<file path="src/common/prf_pkg.sv">
// constants shared by the panel refresh unit and its fifo
// assumes one 40 MHz ref_clk and a byte-wide register port
// What this block does
// - start raises bus request, fetch after grant
// - send exactly one panel of bytes
// - shift clock strobes each sent beat
// - drop bus request once frame sent
// - one frame pulse per frame period
// - polarity output toggles every frame
// - frame rate is source over D times setting
// - D chosen from common count table
// - line pulse period is D source periods
// - larger setting lengthens frame period
// - setting bit 8 lives in control bit 1
// - width code 00 selects byte transfers
// - width code 01 selects nibble transfers
// - source clock is slow oscillator or timer3
package prf_pkg;
   // register offsets on the plain port
   localparam logic [11:0] PRF_OFS_CTL     = 12'h363; // lcd_control
   localparam logic [11:0] PRF_OFS_FRAME   = 12'h364; // frame_setting_low
   localparam logic [11:0] PRF_OFS_SA_LO   = 12'h368; // source start address low
   localparam logic [11:0] PRF_OFS_SA_HI   = 12'h369; // source start address high
   localparam logic [11:0] PRF_OFS_LINE    = 12'h36a; // bytes per line
   localparam logic [11:0] PRF_OFS_CFG     = 12'h36b; // common code, clock select
   localparam logic [11:0] PRF_OFS_STAT    = 12'h36c; // read-only status
   // control field positions
   localparam int PRF_CTL_ON    = 7;
   localparam int PRF_CTL_WIDTH_SEL_HI  = 4;
   localparam int PRF_CTL_WIDTH_SEL_LO  = 3;
   localparam int PRF_CTL_TYPE  = 2;
   localparam int PRF_CTL_FP8   = 1;
   localparam int PRF_CTL_START = 0;
   localparam int PRF_CFG_CLKSEL = 4;
   localparam logic [7:0] PRF_RST_BYTE = 8'h00;
   localparam logic [7:0] PRF_CTL_WMASK = 8'h9f; // bits 6:5 read zero
   localparam logic [7:0] PRF_CFG_WMASK = 8'h1f;
   localparam logic [1:0] PRF_BUS_BYTE   = 2'b00;
   localparam logic [1:0] PRF_BUS_NIBBLE = 2'b01;
   localparam int PRF_FIFO_W = 8;
   localparam int PRF_FIFO_D = 16;
   // slow oscillator figure, one source count per half period counted
   localparam int PRF_SLOW_HZ = 32768;
   typedef enum logic [3:0] {
      PRF_ST_IDLE  = 4'b0001,
      PRF_ST_REQ   = 4'b0010,
      PRF_ST_FETCH = 4'b0100,
      PRF_ST_DRAIN = 4'b1000
   } prf_state_t;
   // line period in half source periods (2*D) per common code
   function automatic logic [3:0] prf_d_halves(input logic [3:0] code);
      case (code)
         4'h0:    prf_d_halves = 4'hd; // 64 commons, 6.5
         4'h1:    prf_d_halves = 4'hc; // 68, 6
         4'h2:    prf_d_halves = 4'ha; // 80, 5
         4'h3:    prf_d_halves = 4'h8; // 100, 4
         4'h4:    prf_d_halves = 4'h7; // 120, 3.5
         4'h5:    prf_d_halves = 4'h6; // 128, 3
         4'h6:    prf_d_halves = 4'h5; // 144, 2.5
         4'h7:    prf_d_halves = 4'h5; // 160, 2.5
         4'h8:    prf_d_halves = 4'h4; // 200, 2
         default: prf_d_halves = 4'h3; // 240, 1.5
      endcase
   endfunction
   // number of commons per code
   function automatic logic [8:0] prf_commons(input logic [3:0] code);
      case (code)
         4'h0:    prf_commons = 9'd64;
         4'h1:    prf_commons = 9'd68;
         4'h2:    prf_commons = 9'd80;
         4'h3:    prf_commons = 9'd100;
         4'h4:    prf_commons = 9'd120;
         4'h5:    prf_commons = 9'd128;
         4'h6:    prf_commons = 9'd144;
         4'h7:    prf_commons = 9'd160;
         4'h8:    prf_commons = 9'd200;
         default: prf_commons = 9'd240;
      endcase
   endfunction
endpackage

</file>
<file path="src/hdl/prf_panel_refresh_unit.sv">
// shift-register panel refresh unit with its data fifo
// assumes bus grant and memory data come from logic on ref_clk
//
// The plain strobed port was decided locally.
`timescale 1ns/1ps

// fifo of flip-flops, first word shown on out_data
module prf_fifo
   import prf_pkg::*;
#(
   parameter int W = PRF_FIFO_W,
   parameter int D = PRF_FIFO_D
) (
   input  wire logic         ref_clk,
   input  wire logic         reset_n,
   input  wire logic         ce,
   input  wire logic         in_valid,
   output logic              in_ready,
   input  wire logic [W-1:0] in_data,
   output logic              out_valid,
   input  wire logic         out_ready,
   output logic [W-1:0]      out_data
);
   localparam int AW = $clog2(D);
   logic [W-1:0]  mem_q [D];
   logic [AW-1:0] wp_q;
   logic [AW-1:0] rp_q;
   logic [AW:0]   cnt_q;
   logic          push;
   logic          pop;

   // honest full and empty flags
   assign in_ready  = (cnt_q != (AW+1)'(D));
   assign out_valid = (cnt_q != '0);
   assign out_data  = mem_q[rp_q];
   assign push      = ce && in_valid && in_ready;
   assign pop       = ce && out_valid && out_ready;

   // storage
   always_ff @(posedge ref_clk) begin
      if (push) begin
         mem_q[wp_q] <= in_data;
      end
   end

   // pointers and fill count
   always_ff @(posedge ref_clk or negedge reset_n) begin
      if (!reset_n) begin
         wp_q  <= '0;
         rp_q  <= '0;
         cnt_q <= '0;
      end else begin
         if (push) wp_q <= wp_q + AW'(1);
         if (pop) rp_q <= rp_q + AW'(1);
         cnt_q <= cnt_q + (AW+1)'(push) - (AW+1)'(pop);
      end
   end
endmodule // prf_fifo

module prf_panel_refresh_unit
   import prf_pkg::*;
(
   input  wire logic        ref_clk,
   input  wire logic        reset_n,
   input  wire logic        ce,
   input  wire logic [11:0] reg_addr,
   input  wire logic [7:0]  reg_wdata,
   input  wire logic        reg_wr,
   input  wire logic        reg_rd,
   output logic [7:0]       reg_rdata,
   output logic             bus_req,
   input  wire logic        bus_grant,
   output logic [15:0]      mem_addr,
   output logic             mem_rd,
   input  wire logic [7:0]  mem_rdata,
   input  wire logic        slow_clock_pin,
   input  wire logic        timer3_output,
   output logic [7:0]       lcd_data,
   output logic             shift_clock_strobe,
   output logic             line_pulse_output,
   output logic             frame_pulse_output,
   output logic             polarity_toggle_output,
   output logic             display_off_output_n
);
   logic [7:0]  ctl_q, frame_lo_q, sa_lo_q, sa_hi_q;
   logic [7:0]  line_bytes_q, cfg_q, rdata_q;
   logic [1:0]  lf_sync_q, t3_sync_q;
   logic        src_prev_q, src_now, src_edge;
   logic [3:0]  hcnt_q, d_halves;
   logic [8:0]  line_cnt_q, frame_set;
   logic        line_wrap, frame_wrap;
   logic        line_q, frame_q, pol_q, frame_go_q;
   prf_state_t  st_q;
   logic        req_q, rd_q, pend_q;
   logic [15:0] addr_q, total, fetched_q, sent_q;
   logic        fifo_in_ready, fifo_out_valid, fifo_pop;
   logic [7:0]  fifo_out_data, hold_q, data_q;
   logic [1:0]  ph_q;
   logic        half_q, sclk_q, nibble, done;

   // 9-bit frame setting from low register and control bit 1
   assign frame_set = {ctl_q[PRF_CTL_FP8], frame_lo_q};
   assign d_halves  = prf_d_halves(cfg_q[3:0]);
   assign total     = 16'(line_bytes_q) * 16'(prf_commons(cfg_q[3:0]));
   assign nibble    = (ctl_q[PRF_CTL_WIDTH_SEL_HI:PRF_CTL_WIDTH_SEL_LO] == PRF_BUS_NIBBLE);

   // register writes
   always_ff @(posedge ref_clk or negedge reset_n) begin
      if (!reset_n) begin
         ctl_q        <= PRF_RST_BYTE;
         frame_lo_q   <= PRF_RST_BYTE;
         sa_lo_q      <= PRF_RST_BYTE;
         sa_hi_q      <= PRF_RST_BYTE;
         line_bytes_q <= PRF_RST_BYTE;
         cfg_q        <= PRF_RST_BYTE;
      end else if (ce && reg_wr) begin
         case (reg_addr)
            PRF_OFS_CTL:   ctl_q <= reg_wdata & PRF_CTL_WMASK;
            PRF_OFS_FRAME: frame_lo_q <= reg_wdata;
            PRF_OFS_SA_LO: sa_lo_q <= reg_wdata;
            PRF_OFS_SA_HI: sa_hi_q <= reg_wdata;
            PRF_OFS_LINE:  line_bytes_q <= reg_wdata;
            PRF_OFS_CFG:   cfg_q <= reg_wdata & PRF_CFG_WMASK;
            default:       ;
         endcase
      end
   end

   // read data for exactly the cycle after the strobe, zero otherwise
   always_ff @(posedge ref_clk or negedge reset_n) begin
      if (!reset_n) begin
         rdata_q <= PRF_RST_BYTE;
      end else if (ce) begin
         if (reg_rd) begin
            case (reg_addr)
               PRF_OFS_CTL:   rdata_q <= ctl_q;
               PRF_OFS_FRAME: rdata_q <= frame_lo_q;
               PRF_OFS_SA_LO: rdata_q <= sa_lo_q;
               PRF_OFS_SA_HI: rdata_q <= sa_hi_q;
               PRF_OFS_LINE:  rdata_q <= line_bytes_q;
               PRF_OFS_CFG:   rdata_q <= cfg_q;
               PRF_OFS_STAT:  rdata_q <= {4'h0, st_q};
               default:       rdata_q <= PRF_RST_BYTE;
            endcase
         end else begin
            rdata_q <= PRF_RST_BYTE;
         end
      end
   end

   // source clock pins pass two flops before use
   always_ff @(posedge ref_clk or negedge reset_n) begin
      if (!reset_n) begin
         lf_sync_q  <= 2'b00;
         t3_sync_q  <= 2'b00;
         src_prev_q <= 1'b0;
      end else if (ce) begin
         lf_sync_q  <= {lf_sync_q[0], slow_clock_pin};
         t3_sync_q  <= {t3_sync_q[0], timer3_output};
         src_prev_q <= src_now;
      end
   end

   // both edges counted so half counts of D are exact
   assign src_now  = cfg_q[PRF_CFG_CLKSEL] ? t3_sync_q[1] : lf_sync_q[1];
   assign src_edge = ce && (src_now != src_prev_q);
   assign line_wrap  = src_edge && (hcnt_q >= d_halves - 4'h1);
   assign frame_wrap = line_wrap && (line_cnt_q >= frame_set - 9'h001);

   // line and frame counters with their pulse outputs
   always_ff @(posedge ref_clk or negedge reset_n) begin
      if (!reset_n) begin
         hcnt_q     <= 4'h0;
         line_cnt_q <= 9'h000;
         line_q     <= 1'b0;
         frame_q    <= 1'b0;
         pol_q      <= 1'b0;
      end else if (src_edge) begin
         hcnt_q <= line_wrap ? 4'h0 : hcnt_q + 4'h1;
         line_q <= line_wrap;                          // high first half count
         if (line_wrap) begin
            line_cnt_q <= frame_wrap ? 9'h000 : line_cnt_q + 9'h001;
            frame_q    <= frame_wrap;                   // high for line 0
            if (frame_wrap) pol_q <= ~pol_q;
         end
      end
   end

   // frame request flag: set wins over the clear by the fetch engine
   always_ff @(posedge ref_clk or negedge reset_n) begin
      if (!reset_n) begin
         frame_go_q <= 1'b0;
      end else if (ce) begin
         if (frame_wrap && ctl_q[PRF_CTL_START]) begin
            frame_go_q <= 1'b1;
         end else if (!ctl_q[PRF_CTL_START] || st_q == PRF_ST_REQ) begin
            frame_go_q <= 1'b0;
         end
      end
   end

   assign done = (sent_q == total) && (ph_q == 2'd0) && !half_q;

   // fetch engine: request bus, read one panel, release bus
   always_ff @(posedge ref_clk or negedge reset_n) begin
      if (!reset_n) begin
         st_q      <= PRF_ST_IDLE;
         req_q     <= 1'b0;
         rd_q      <= 1'b0;
         pend_q    <= 1'b0;
         addr_q    <= 16'h0000;
         fetched_q <= 16'h0000;
      end else if (ce) begin
         pend_q <= rd_q;
         rd_q   <= 1'b0;
         case (st_q)
            PRF_ST_IDLE: begin
               if (frame_go_q && ctl_q[PRF_CTL_START]) begin
                  st_q      <= PRF_ST_REQ;
                  req_q     <= 1'b1;
                  addr_q    <= {sa_hi_q, sa_lo_q};
                  fetched_q <= 16'h0000;
               end
            end
            PRF_ST_REQ: begin
               if (bus_grant) st_q <= PRF_ST_FETCH;
            end
            PRF_ST_FETCH: begin
               if (fetched_q == total) begin
                  st_q <= PRF_ST_DRAIN;
               end else if (fifo_in_ready && !rd_q && !pend_q) begin
                  rd_q      <= 1'b1;
                  addr_q    <= (fetched_q == 16'h0000) ? addr_q : addr_q + 16'h0001;
                  fetched_q <= fetched_q + 16'h0001;
               end
            end
            PRF_ST_DRAIN: begin
               if (done && !pend_q) begin
                  st_q  <= PRF_ST_IDLE;
                  req_q <= 1'b0;
               end
            end
            default: begin
               st_q  <= PRF_ST_IDLE;
               req_q <= 1'b0;
            end
         endcase
      end
   end

   prf_fifo #(
      .W (PRF_FIFO_W),
      .D (PRF_FIFO_D)
   ) u_fifo (
      .ref_clk   (ref_clk),
      .reset_n   (reset_n),
      .ce        (ce),
      .in_valid  (pend_q),
      .in_ready  (fifo_in_ready),
      .in_data   (mem_rdata),
      .out_valid (fifo_out_valid),
      .out_ready (fifo_pop),
      .out_data  (fifo_out_data)
   );

   // a byte leaves the fifo when a new byte or high nibble is loaded
   assign fifo_pop = (ph_q == 2'd0) && !half_q && (sent_q != total);

   // sender: load data, raise shift clock, drop shift clock
   always_ff @(posedge ref_clk or negedge reset_n) begin
      if (!reset_n) begin
         ph_q   <= 2'd0;
         half_q <= 1'b0;
         hold_q <= 8'h00;
         data_q <= 8'h00;
         sclk_q <= 1'b0;
         sent_q <= 16'h0000;
      end else if (ce) begin
         if (st_q == PRF_ST_IDLE) sent_q <= 16'h0000;
         case (ph_q)
            2'd0: begin
               if (half_q) begin
                  data_q <= {4'h0, hold_q[3:0]};             // low nibble
                  half_q <= 1'b0;
                  ph_q   <= 2'd1;
               end else if (fifo_pop && fifo_out_valid) begin
                  sent_q <= sent_q + 16'h0001;
                  ph_q   <= 2'd1;
                  if (nibble) begin
                     data_q <= {4'h0, fifo_out_data[7:4]};
                     hold_q <= fifo_out_data;
                     half_q <= 1'b1;
                  end else begin
                     data_q <= fifo_out_data;
                  end
               end
            end
            2'd1: begin
               sclk_q <= 1'b1;
               ph_q   <= 2'd2;
            end
            default: begin
               sclk_q <= 1'b0;
               ph_q   <= 2'd0;
            end
         endcase
      end
   end

   assign reg_rdata              = rdata_q;
   assign bus_req                = req_q;
   assign mem_addr               = addr_q;
   assign mem_rd                 = rd_q;
   assign lcd_data               = data_q;
   assign shift_clock_strobe     = sclk_q;
   assign line_pulse_output      = line_q;
   assign frame_pulse_output     = frame_q;
   assign polarity_toggle_output = pol_q;
   assign display_off_output_n   = ctl_q[PRF_CTL_ON];
endmodule // prf_panel_refresh_unit

</file>
<file path="config.mk">
export PLATFORM = sky130hd
export DESIGN_NAME = prf_panel_refresh_unit
export DESIGN_NICKNAME = d
export VERILOG_FILES = /design/src/common/prf_pkg.sv /design/src/hdl/prf_panel_refresh_unit.sv
export SDC_FILE = /design/constraint.sdc
export NUM_CORES = 1
export LEC_CHECK = 0
export BUFFER_PORTS_ARGS = -buffer_cell sky130_fd_sc_hd__buf_2
export CAP_MARGIN = 30
export CORE_ASPECT_RATIO = 1.75
export CORE_MARGIN = 2
export CORE_UTILIZATION = 55
export DETAILED_ROUTE_END_ITERATION = 6
export PLACE_DENSITY = 0.84
export SLEW_MARGIN = 30
export SYNTH_ARGS = -nofsm -noshare
export SYNTH_HDL_FRONTEND = slang
export SYNTH_SLANG_ARGS = --single-unit
</file>
<file path="constraint.sdc">
create_clock -name ref_clk -period 10.7 [get_ports ref_clk]
set_clock_uncertainty 0.2 [all_clocks]
set_input_delay 1.07 -clock ref_clk [delete_from_list [all_inputs] [get_ports ref_clk]]
set_output_delay 1.07 -clock ref_clk [all_outputs]
set_load 0.05 [all_outputs]
</file>
Yosys cells after proc, flatten, opt, wreduce, memory -nomap -nowiden
Memories as Yosys holds them, arrays and structs flattened.
Cells that the tools add are included.

word-level totals
  bits in registers = 157
  RAM bits = 128
  ROM bits = 160
  input port bits = 36
  output and inout port bits = 39
  word-level logic and storage cells = 169
  memories kept = 3

cells by class
  add/sub/neg operators = 11
  $mul = 1
  order comparisons = 2
  eq/ne operators = 26
  mux-type cells = 43
  bitwise logic cells = 4
  reduce and logical (&&, ||, !) cells = 48

memories
  memory            depth  bits a word  rd ports  clocked after memory_dff  write ports  line                          text
  u_fifo.mem_q      16     8            1         0                         1            prf_panel_refresh_unit.sv:25  logic [W-1:0] mem_q [D];
  (name not given)  16     6            1         0                         0            prf_pkg.sv:67                 case (code)
  (name not given)  16     4            1         0                         0            prf_pkg.sv:52                 case (code)

operators by type and width
  operator               count
  $mux 16                11
  $eq 12x10->1 const B   7
  $pmux 16 s2            2
  $pmux 8 s7             1
  $add 16x1->16 const B  3
  $eq 16x16->1           2
  $mux 8                 4
  $reduce_and 2->1       11
  $mux 4                 5
  $logic_and 1x1->1      18
  $logic_not 16->1       1
  $mul 8x9->16           1
  $ne 16x16->1           1
  $pmux 4 s4             1
  $reduce_and 5->1       3
  $ne 2x2->1 const B     7
  $mux 1                 13
  $add 4x1->4 const B    3
  $add 9x1->9 const B    1
  $ge 9x9->1             1
  $mux 9                 1
  $sub 9x1->9 const B    1
  $reduce_and 3->1       2
  $reduce_and 6->1       1
  24 further kinds       34

Longest topological paths before layout
Gate-level depths: netlist of run 1.

  depth after elaboration = 8
  depth in mapped cells = 33
  mapped depth without buffers = 30

Hierarchy
A second synthesis of run 1 with hierarchy kept.

unflattened totals
  cells, all modules = 1362
  area total of the unflattened synthesis = 15641.3 µm²

by module, submodules not included
  module                  instances  cells each  area each (µm²)  sequential area each (µm²)
  prf_panel_refresh_unit  1          1047        9920.8           3604.7
  prf_fifo                1          315         5720.5           4169.0

Worst setup path before layout of run 1
Ideal clock, no wire load.

  path kind = register to register
  start = register cfg_q[0]
  end = register u_fifo.cnt_q[4]
  library setup time = 0.123 ns
  arrival = 6.737 ns
  required time = 10.377 ns
  path slack = 3.640 ns
  cell stages (with the launch flop) = 31
  path buffers = 4
  period minus slack after synthesis = 7.060 ns
  cells stage by stage = dfrtp_1 -> clkbuf_1 -> inv_1 -> ha_1 -> or3b_2 -> clkbuf_1 -> nand2_1 -> fa_1 -> fa_1 -> fa_1 -> fa_1 -> inv_1 -> ha_1 -> buf_2 -> and3_1 -> a22oi_1 -> a221oi_1 -> nand2_1 -> xnor2_1 -> nor4_2 -> or2_2 -> buf_2 -> nor2_1 -> ha_1 -> inv_1 -> ha_1 -> fa_1 -> a21oi_1 -> nor2_1 -> nor2_1 -> xnor2_1

between the ends
  longest elaborated chain between the ends = 6

RTL lines
  what                    line                           text
  start, declared         prf_panel_refresh_unit.sv:86   logic [7:0] line_bytes_q, cfg_q, rdata_q;
  start signal, assigned  prf_panel_refresh_unit.sv:123  PRF_OFS_CFG: cfg_q <= reg_wdata & PRF_CFG_WMASK;
  $mem_v2 16x6            -
  $mul 8x9->16            prf_panel_refresh_unit.sv:104  assign total = 16'(line_bytes_q) * 16'(prf_commons(cfg_q[3:0]));
  $ne 16x16->1            prf_panel_refresh_unit.sv:267  assign fifo_pop = (ph_q == 2'd0) && !half_q && (sent_q != total);
  $logic_and 1x1->1       prf_panel_refresh_unit.sv:267
  $logic_and 1x1->1       prf_panel_refresh_unit.sv:37   assign pop = ce && out_valid && out_ready;
  net u_fifo.pop          prf_panel_refresh_unit.sv:30   logic pop;
  $sub 5x1->5             prf_panel_refresh_unit.sv:55   cnt_q <= cnt_q + (AW+1)'(push) - (AW+1)'(pop);
  end signal, assigned    prf_panel_refresh_unit.sv:55
  end, declared           prf_panel_refresh_unit.sv:28   logic [AW:0] cnt_q;

The timed path passes the listed nets, and every way through them passes these cells.
A chain may end at the register's enable or synchronous reset.

Worst setup path in the final report of run 1
Ends and elaborated chain as after synthesis.

==> results of run 1 <==
==> state kept, by name, summed over array words and instances, names as in the netlist, 5 cells and up <==
| name | count |
|---|---|
| cfg_q | 5 |
| ctl_q | 6 |
| fetched_q | 16 |
| frame_lo_q | 8 |
| lcd_data | 8 |
| line_bytes_q | 8 |
| line_cnt_q | 9 |
| mem_addr | 16 |
| reg_rdata | 8 |
| sa_hi_q | 8 |
| sa_lo_q | 8 |
| sent_q | 16 |
| u_fifo.cnt_q | 5 |
| u_fifo.mem_q | 128 |
==> stage by stage <==
stage / cells / util [%] / hold WS, ps / cell area (um^2) / worst slack (ps)
3_5_place_dp: 1735 / 57.9 / 264 / 16500 / 2520
2_1_floorplan: 1328 / - / 275 / 15800 / 3640
6_report: 1778 / 60.6 / 274 / 17200 / 2430
5_1_grt: 1778 / 60.6 / 298 / 17200 / 1920
4_1_cts: 1777 / 60.5 / 277 / 17200 / 2510
3_3_place_gp: 1735 / 57.9 / 251 / 16400 / 2750
==> metal layers <==
layer  part of all wire [%]  GRT usage, %
met5                      0             0
met4                    6.1          14.7
met3                    4.8          2.82
met2                     55          48.2
met1                     34          27.9
==> how the worst min path moves through the flow <==
stage,start,to,cells after the start
after floorplan,lf_sync_q[0],lf_sync_q[0],1
after global placement,polarity_toggle_output,polarity_toggle_output,1
after detailed placement,polarity_toggle_output,polarity_toggle_output,1
after CTS,polarity_toggle_output,polarity_toggle_output,1
after global routing,polarity_toggle_output,polarity_toggle_output,1
final,polarity_toggle_output,polarity_toggle_output,1
==> layout by cell type, fill, tap and decap left out, types with 8 or more instances in the layout <==
cell	synthesis	final
sky130_fd_sc_hd__nand3b_1	9	9
sky130_fd_sc_hd__nand4_1	12	12
sky130_fd_sc_hd__dfrtp_1	156	154
sky130_fd_sc_hd__o22ai_1	17	17
sky130_fd_sc_hd__a211oi_1	10	9
sky130_fd_sc_hd__nor2b_1	14	14
sky130_fd_sc_hd__o21ai_0	49	49
sky130_fd_sc_hd__o2bb2ai_1	23	23
sky130_fd_sc_hd__xnor2_1	39	39
sky130_fd_sc_hd__xor2_1	16	16
sky130_fd_sc_hd__nor2_1	88	88
sky130_fd_sc_hd__a21o_1	15	15
sky130_fd_sc_hd__buf_2	7	73
sky130_fd_sc_hd__ha_1	71	71
sky130_fd_sc_hd__nor3_1	29	28
sky130_fd_sc_hd__nand3_1	32	32
sky130_fd_sc_hd__a21oi_1	72	72
sky130_fd_sc_hd__fa_1	25	25
sky130_fd_sc_hd__and2_1	21	21
sky130_fd_sc_hd__mux2_2	56	56
sky130_fd_sc_hd__mux2i_1	33	33
sky130_fd_sc_hd__mux4_2	40	40
sky130_fd_sc_hd__inv_1	74	74
sky130_fd_sc_hd__nand2b_1	14	14
sky130_fd_sc_hd__edfxtp_1	128	128
sky130_fd_sc_hd__buf_4	3	8
sky130_fd_sc_hd__and3_1	34	34
sky130_fd_sc_hd__clkbuf_16	0	23
sky130_fd_sc_hd__nand2_1	100	100
==> worst register-to-register path, cell delays in order, from the launching register on <==
cell and delay (ps):
sky130_fd_sc_hd__dfrtp_1 530, sky130_fd_sc_hd__inv_1 180, sky130_fd_sc_hd__ha_1 320, sky130_fd_sc_hd__nand3b_1 190
sky130_fd_sc_hd__o21a_1 300, sky130_fd_sc_hd__nand2_1 120, sky130_fd_sc_hd__fa_1 570, sky130_fd_sc_hd__fa_1 450
sky130_fd_sc_hd__fa_1 520, sky130_fd_sc_hd__fa_1 580, sky130_fd_sc_hd__inv_1 50, sky130_fd_sc_hd__ha_1 450
sky130_fd_sc_hd__and3_1 250, sky130_fd_sc_hd__a22oi_1 110, sky130_fd_sc_hd__a221oi_1 450, sky130_fd_sc_hd__nand2_1 150
sky130_fd_sc_hd__xnor2_1 170, sky130_fd_sc_hd__nor4_2 350, sky130_fd_sc_hd__or2_2 580, sky130_fd_sc_hd__nor2_1 250
sky130_fd_sc_hd__ha_1 340, sky130_fd_sc_hd__inv_1 40, sky130_fd_sc_hd__ha_1 190, sky130_fd_sc_hd__fa_1 420
sky130_fd_sc_hd__a21oi_1 180, sky130_fd_sc_hd__nor2_1 50, sky130_fd_sc_hd__nor2_1 110, sky130_fd_sc_hd__xnor2_1 120
==> logic make-up (layout without fill, tap and decap cells) <==
kind of cell | after synthesis | count (layout) | share of synthesized area [%]
mux | 132 | 132 | 12.0
simple gates | 387 | 387 | 12.5
buf+inv | 129 | 200 | 3.30
compound gates | 241 | 241 | 10.5
fa+ha+maj | 96 | 96 | 8.81
xor+xnor | 58 | 58 | 3.49
flops | 285 | 285 | 49.3
other cells | 0 | 1 | 0
==> final cells by class <==
| cell class | count | area, um^2 | share of cell area (%) |
|---|---|---|---|
| tap | 378 | 473 | 2.75 |
| multi-input combinational | 914 | 7490 | 43.5 |
| sequential | 285 | 7780 | 45.1 |
| inverter | 75 | 282 | 1.63 |
| timing repair buffer | 83 | 448 | 2.60 |
| clock buffer | 30 | 612 | 3.55 |
| antenna | 1 | 2.50 | 0.0145 |
| clock inverter | 12 | 141 | 0.821 |
==> where the power goes <==
group / switching [mW] / internal (mW)
Sequential: 0.162 / 1.25
Clock: 0.384 / 0.479
Combinational: 0.499 / 0.376
Total: 1.04 / 2.10
==> flow_summary.yaml, run 1 <==
power:
  total_power_mw: 3.15
  vdd_ir_drop_max_mv: 0.200
  p_leak_nw: 7.29
  powerDensity_nw_per_um2: 183
synthesis:
  synth_top_area_share_pct: 24.8
  synth_most_common_cell: "sky130_fd_sc_hd__dfrtp_1"
  synth_top_cells_by_area: "sky130_fd_sc_hd__dfrtp_1 (25%), sky130_fd_sc_hd__edfxtp_1 (24%), sky130_fd_sc_hd__mux4_2 (5.7%), sky130_fd_sc_hd__ha_1 (5.6%), sky130_fd_sc_hd__mux2_2 (4.0%)"
  synth.yosys.warnings: 0
  seq_area_frac_synth_pct: 49.3
  syn_area_um2: 15800
  synth_enable_flop_cells: 128
  synth-main-ff-cell: "sky130_fd_sc_hd__dfrtp_1"
  post_synth_inst_count: 1328
  synth.distinct_cells: 81
  synth.net_count: 1460
  synthArstFlopShare_pct: 55.1
  synth_top_cell_by_area: "sky130_fd_sc_hd__dfrtp_1"
  synth_seq_cells: 285
  ys_top_cells_by_count: "sky130_fd_sc_hd__dfrtp_1 (156), sky130_fd_sc_hd__edfxtp_1 (128), sky130_fd_sc_hd__nand2_1 (100)"
  mean_post_synth_cell_area_um2: 11.9
timing:
  maxClockFrequency_mhz: 121
  final.min_clock_period_ps: 8270
  final_hold_violation_count: 0
  grt_setup_unrepaired: "false"
  tns_ps: 0
  period_share_pct: 77.3
  setup_viol: 0
  worst_slew_margin_rel_pct: 35.7
  slew_viol_final: 0
  max_slew.worst_pin.slew_ps: 952
critical_path:
  r2r_setup_slack_ps: 2430
  crit_arrival_ps: 8530
  worst_path_most_repeated_cell: "sky130_fd_sc_hd__fa_1"
  setup.worst_path.start_class: "flop"
  critical_path.reg2reg.endpoint: "u_fifo.cnt_q[4]"
  cpLargestDelayFamily: "adder cells"
  worst-endpoint-required_ps: 10960
  crit_slowest_cell: "sky130_fd_sc_hd__fa_1"
  worst-path-max-fanout: 32
  reg2regPathDepth: 27
  worst-setup-path-type: "reg -> reg"
  critical_path.max_stage_delay_ps: 580
  worst_setup_path_start: "cfg_q[0]"
  worst-path-stages: 27
  critical_path.endpoint_type: "flop"
  worstReg2RegStart: "cfg_q[0]"
  worstSetupEndpoint: "u_fifo.cnt_q[4]"
  critical_path.n_buffers_inverters: 3
floorplan:
  die_area_um2: 30100
  die_width_um: 132
  std_cell_rows: 82
  floorplan.io_pins: 75
  initial_utilization_pct: 55.4
  die_h_um: 228
  placeableCoreArea_um2: 28400
cells_and_area:
  nFillCells: 2109
  layout-drive-gt1-share_pct: 17.4
  finalNetCount: 1514
  areaGrowthSynthToFinish_pct: 9.33
job:
  max_cap_violations: 0
grt:
  wire_length_of_the_first_global_routing_pass_um: 61700
  grt_antenna_before_repair: 1
  vias_in_the_first_global_route: 11601
  largest_net_degree_at_the_start_of_global_routing: 81
  gr-usage-all-layers_pct: 25.8
  global_route.overflow_total: 0
cts:
  holdBufCountCts: 0
  clock_latency_ps: 530
  tritoncts.num_buffers: 23
  clock-root-buffer: "sky130_fd_sc_hd__clkbuf_16"
  cts_setup_buffers: 0
  clock_sink_count: 285
  cts.htree.levels: 1
  ctsResizeCount: 0
  clk_pin_slew_worst_paths_ps: 70
  clock_tree_from_tritoncts: "built"
  clockBufferDepth: 3
placement:
  place.detailed.hpwl_um: 28000
  io_buffer_count: 74
  routabilityCongestion: 0.916
outcome:
  outcome: "finished, final reports clean"
route:
  drcViolationCount: 0
  detail_route.vias_per_cell: 6.24
  dr_iter_0_viols: 826
  route.detailed.wl_per_inst_um: 21.6
  first_pass_iters: 5
  detailroute.via_count: 11087
  drt-total-wl_um: 38400
  drt.antenna.violating_nets: 0
worst_hold_path:
  hold_class: "reg -> reg"
Power figures use the tool's default switching activity.
==> run 2: changes to the inputs <==
- PLACE_DENSITY: 0.84 -> 0.86
- clock period: 10.7 -> 7.3 ns (I/O delays scaled with it)
==> flow_summary.yaml, run 2 (synthesized netlist as in run 1, its figures left out) <==
outcome:
  outcome: "finished, final reports clean"
cells_and_area:
  regMostFlops: "u_fifo.mem_q"
  antenna-diode-count: 0
  finalNetCount: 1527
  areaGrowthSynthToFinish_pct: 10.8
  mostFrequentLayoutCells: "sky130_fd_sc_hd__dfrtp_1 (153), sky130_fd_sc_hd__edfxtp_1 (128), sky130_fd_sc_hd__nand2_1 (100)"
  layout-drive-gt1-share_pct: 19.5
  nFillCells: 2063
  final_common_cell: "sky130_fd_sc_hd__dfrtp_1"
  largest_register_ff_count: 128
power:
  powerDensity_nw_per_um2: 273
  p_leak_nw: 7.40
  vdd_ir_drop_max_mv: 0.278
  total_power_mw: 4.76
floorplan:
  initial_utilization_pct: 55.4
  floorplan.io_pins: 75
  placeableCoreArea_um2: 28400
  die_width_um: 132
  std_cell_rows: 82
  die_h_um: 228
  die_area_um2: 30100
route:
  routed.top_layer: "met4"
  detail_route.vias_per_cell: 6.31
  detailroute.via_count: 11289
  met1Wirelength_um: 13400
  route.met2.wl_um: 21200
  dr_iter_0_viols: 948
  drcViolationCount: 0
  first_pass_iters: 5
  route.detailed.wl_per_inst_um: 22.0
  drt-total-wl_um: 39400
  drt.antenna.violating_nets: 0
  wl_met3_um: 2200
critical_path:
  critical_path.max_stage_delay_ps: 550
  crit_slowest_cell: "sky130_fd_sc_hd__fa_1"
  worst-endpoint-required_ps: 7580
  worst_path_most_repeated_cell: "sky130_fd_sc_hd__ha_1"
  cpLargestDelayFamily: "adder cells"
  critical_path.endpoint_type: "flop"
  critical_path.n_buffers_inverters: 4
  setup.worst_path.start_class: "flop"
  worst-setup-path-type: "reg -> reg"
  worst-path-max-fanout: 8
  crit_arrival_ps: 7270
cts:
  clk_pin_slew_worst_paths_ps: 80
  clockBufferDepth: 3
  clock_latency_ps: 550
  cts.htree.levels: 1
  holdBufCountCts: 0
  tritoncts.num_buffers: 23
  clock-root-buffer: "sky130_fd_sc_hd__clkbuf_16"
  clock_sink_count: 285
  clock_tree_from_tritoncts: "built"
timing:
  tns_ps: 0
  fin_ws_ps: 311
  worst_slew_margin_rel_pct: 36.0
  max_slew.worst_pin.slew_ps: 958
  setup_viol: 0
  grt_setup_unrepaired: "false"
  slew_viol_final: 0
  final_hold_violation_count: 0
  maxClockFrequency_mhz: 143
  period_share_pct: 95.7
  final.min_clock_period_ps: 6990
  final_worst_hold_slack_ps: 53.6
grt:
  grt_antenna_before_repair: 0
  wire_length_of_the_first_global_routing_pass_um: 62900
  gr-usage-all-layers_pct: 26.3
  largest_net_degree_at_the_start_of_global_routing: 82
  global_route.overflow_total: 0
  vias_in_the_first_global_route: 11789
worst_hold_path:
  hold_class: "in -> async"
placement:
  placement.setup.worst_slack_ps: 59.1
  place.detailed.hpwl_um: 28200
  io_buffer_count: 74
  routabilityCongestion: 0.918
job:
  max_cap_violations: 0
-- run 2: cell count changes in the layout (fill, tap and decap cells not counted), sizes merged --
cell,delta
clkbuf,-4
clkinvlp,+1
buf,+13
bufinv,+2
diode,-1
inv,+1
-- run 2: final timing paths --
path                                          endpoint                   start  depth (start not counted)  slack (ps)
worst max register to register         u_fifo.cnt_q[4]                cfg_q[1]                         27         310
max in group asynchronous               u_fifo.rp_q[0]                 reset_n                          2        5640
worst min-delay path                 line_pulse_output                 reset_n                          1          50
worst max-delay path                   u_fifo.cnt_q[4]                cfg_q[1]                         27         310
min in group ref_clk                      lf_sync_q[0]          slow_clock_pin                          2         250
worst min register to register  polarity_toggle_output  polarity_toggle_output                          1         270
-- run 2: per-layer routing --
layer | global-route usage [%] | vias up
met3 | 3.31 | 173
met4 | 16.2 | 0
met5 | 0 | -
met1 | 28.6 | 5524
met2 | 48.3 | 574
li1 | - | 5018
-- run 2: area by class of cell --
class	count	area, um^2	share of cell area [%]
Clock inverter	16	236	1.35
Clock buffer	26	607	3.48
Inverter	75	284	1.63
Tap cell	378	473	2.71
Multi-Input combinational cell	914	7530	43.2
Timing Repair Buffer	96	546	3.13
Sequential cell	285	7780	44.6
-- run 2: metrics by stage --
step	area, um^2	std cells	utilization, %
after global routing	17500	1790	61.4
after detailed placement	16500	1745	58.2
final	17500	1790	61.4
after global placement	16500	1745	58.1
after CTS	17400	1787	61.1
after floorplan	15800	1328	-
-- run 2: what timing repair did --
| action | 4_1_cts | 5_1_grt |
|---|---|---|
| gates resized for setup | 0 | 15 |
| setup endpoints to repair | 0 | 4 |
| buffers inserted | 0 | 3 |
-- run 2: where the power goes --
part / switching [mW] / total [mW] / internal [mW]
clock network: 0.597 / 1.39 / 0.788
logic: 0.791 / 1.35 / 0.560
registers: 0.199 / 2.03 / 1.83
total: 1.59 / 4.76 / 3.18
==> run 3: changes to the inputs <==
--- a/config.mk
+++ b/config.mk
@@ -13,2 +13,3 @@
 export DETAILED_ROUTE_END_ITERATION = 6
+export MAX_ROUTING_LAYER = met4
 export PLACE_DENSITY = 0.86
--- a/constraint.sdc
+++ b/constraint.sdc
@@ -4,2 +4,2 @@
 set_output_delay 0.73 -clock ref_clk [all_outputs]
-set_load 0.05 [all_outputs]
+set_load 0.1 [all_outputs]
==> flow_summary.yaml, run 3 (synthesized netlist as in run 1, its figures left out) <==
outcome:
  outcome: "finished, final reports clean"
grt:
  globalRouteMet2Util_pct: 50.0
  gr-usage-all-layers_pct: 27.9
  wire_length_of_the_first_global_routing_pass_um: 64200
  grt-busiest-layer: "met2"
  gr-usage-met3_pct: 2.78
  grt_antenna_before_repair: 0
  global_route.overflow_total: 0
  vias_in_the_first_global_route: 11791
  met1_global_route_usage_pct: 29.9
  largest_net_degree_at_the_start_of_global_routing: 85
timing:
  final_hold_violation_count: 0
  maxClockFrequency_mhz: 141
  tns_ps: 0
  setup_viol: 0
  final.min_clock_period_ps: 7090
  period_share_pct: 97.1
  fin_ws_ps: 213
  slew_viol_final: 0
  final_worst_hold_slack_ps: 36.3
  max_slew.worst_pin.slew_ps: 920
  worst_slew_margin_rel_pct: 38.5
cells_and_area:
  final_common_cell: "sky130_fd_sc_hd__dfrtp_1"
  regMostFlops: "u_fifo.mem_q"
  fin_area_um2: 17500
  antenna-diode-count: 0
  areaGrowthSynthToFinish_pct: 10.8
  finalNetCount: 1529
  fin_cells: 1792
  utilization_pct: 61.4
  largest_register_ff_count: 128
  mostFrequentLayoutCells: "sky130_fd_sc_hd__dfrtp_1 (152), sky130_fd_sc_hd__edfxtp_1 (128), sky130_fd_sc_hd__nand2_1 (100)"
  layout-drive-gt1-share_pct: 20.3
route:
  drt-total-wl_um: 40700
  drt.antenna.violating_nets: 0
  detail_route.vias_per_cell: 6.36
  first_pass_iters: 5
  drcViolationCount: 0
  route.detailed.wl_per_inst_um: 22.7
  dr_iter_0_viols: 988
  detailroute.via_count: 11406
cts:
  clock_latency_ps: 540
  clock_tree_from_tritoncts: "built"
  clock_sink_count: 285
  clock-root-buffer: "sky130_fd_sc_hd__clkbuf_16"
  cts.htree.levels: 1
  tritoncts.num_buffers: 23
  clk_pin_slew_worst_paths_ps: 70
  clockBufferDepth: 3
power:
  powerDensity_nw_per_um2: 276
  vdd_ir_drop_max_mv: 0.260
  p_leak_nw: 7.35
  total_power_mw: 4.82
critical_path:
  critical_path.n_buffers_inverters: 3
  worst-setup-path-type: "reg -> reg"
  cpLargestDelayFamily: "adder cells"
  worst-path-max-fanout: 7
  critical_path.max_stage_delay_ps: 580
  critical_path.endpoint_type: "flop"
  setup.worst_path.start_class: "flop"
  crit_arrival_ps: 7350
  worst-endpoint-required_ps: 7560
  crit_slowest_cell: "sky130_fd_sc_hd__fa_1"
  worst_path_most_repeated_cell: "sky130_fd_sc_hd__fa_1"
floorplan:
  placeableCoreArea_um2: 28400
  initial_utilization_pct: 55.4
  die_h_um: 228
  floorplan.io_pins: 75
  die_area_um2: 30100
  die_width_um: 132
  std_cell_rows: 82
job:
  max_cap_violations: 0
placement:
  placement.setup.worst_slack_ps: -32.0
  routabilityCongestion: 0.914
  dp.cells: 1745
  place_area_um2: 16500
  place.detailed.hpwl_um: 28400
  io_buffer_count: 74
worst_hold_path:
  hold_class: "in -> async"
run 3: cell count changes in the layout (fill, tap and decap cells not counted), moves of 4 or more:
| cell | before | now |
|---|---|---|
| sky130_fd_sc_hd__clkbuf_1 | 1 | 7 |
| sky130_fd_sc_hd__ha_1 | 71 | 66 |
| sky130_fd_sc_hd__a21oi_1 | 71 | 67 |
| sky130_fd_sc_hd__a21oi_2 | 1 | 5 |
| sky130_fd_sc_hd__bufinv_16 | 5 | 1 |
| sky130_fd_sc_hd__ha_2 | 0 | 4 |
run 3: metal layers:
layer,wire length (um),part of all wire [%],vias to the layer above
met5,0,0,-
met4,2780,6.8,0
met3,2010,4.9,173
met2,22000,54,508
met1,13900,34,5710
li1,-,-,5015
run 3: final timing paths:
| kind | start | end | slack (ps) | cells after the start |
|---|---|---|---|---|
| setup reg to reg | cfg_q[0] | u_fifo.cnt_q[4] | 210 | 28 |
| hold reg to reg | polarity_toggle_output | polarity_toggle_output | 280 | 1 |
| min in group ref_clk | slow_clock_pin | lf_sync_q[0] | 240 | 2 |
| max in group asynchronous | reset_n | u_fifo.rp_q[0] | 5630 | 2 |
| setup / recovery | cfg_q[0] | u_fifo.cnt_q[4] | 210 | 28 |
| hold / removal | reset_n | polarity_toggle_output | 40 | 1 |
run 3: cell type report:
class                      instances  area [um^2]
timing repair buffer              98          561
fill                            2116        11000
sequential                       285         7780
clock buffer                      35          664
multi-input combinational        914         7620
clock inverter                     7         80.1
tap                              378          473
inverter                          75          284
run 3: timing repair:
| item | CTS | global route |
|---|---|---|
| setup endpoints to repair | 1 | 4 |
| pin swaps | 0 | 10 |
| gates resized for setup | 3 | 30 |
| hold buffers | 0 | 0 |
| setup buffers | 0 | 5 |
run 3: where the power goes:
group          internal (mW)  leakage, nW  switching [mW]
Sequential              1.83         3.17           0.198
Clock                  0.674        0.363           0.582
Combinational          0.569         3.82           0.971
Total                   3.07         7.35            1.75
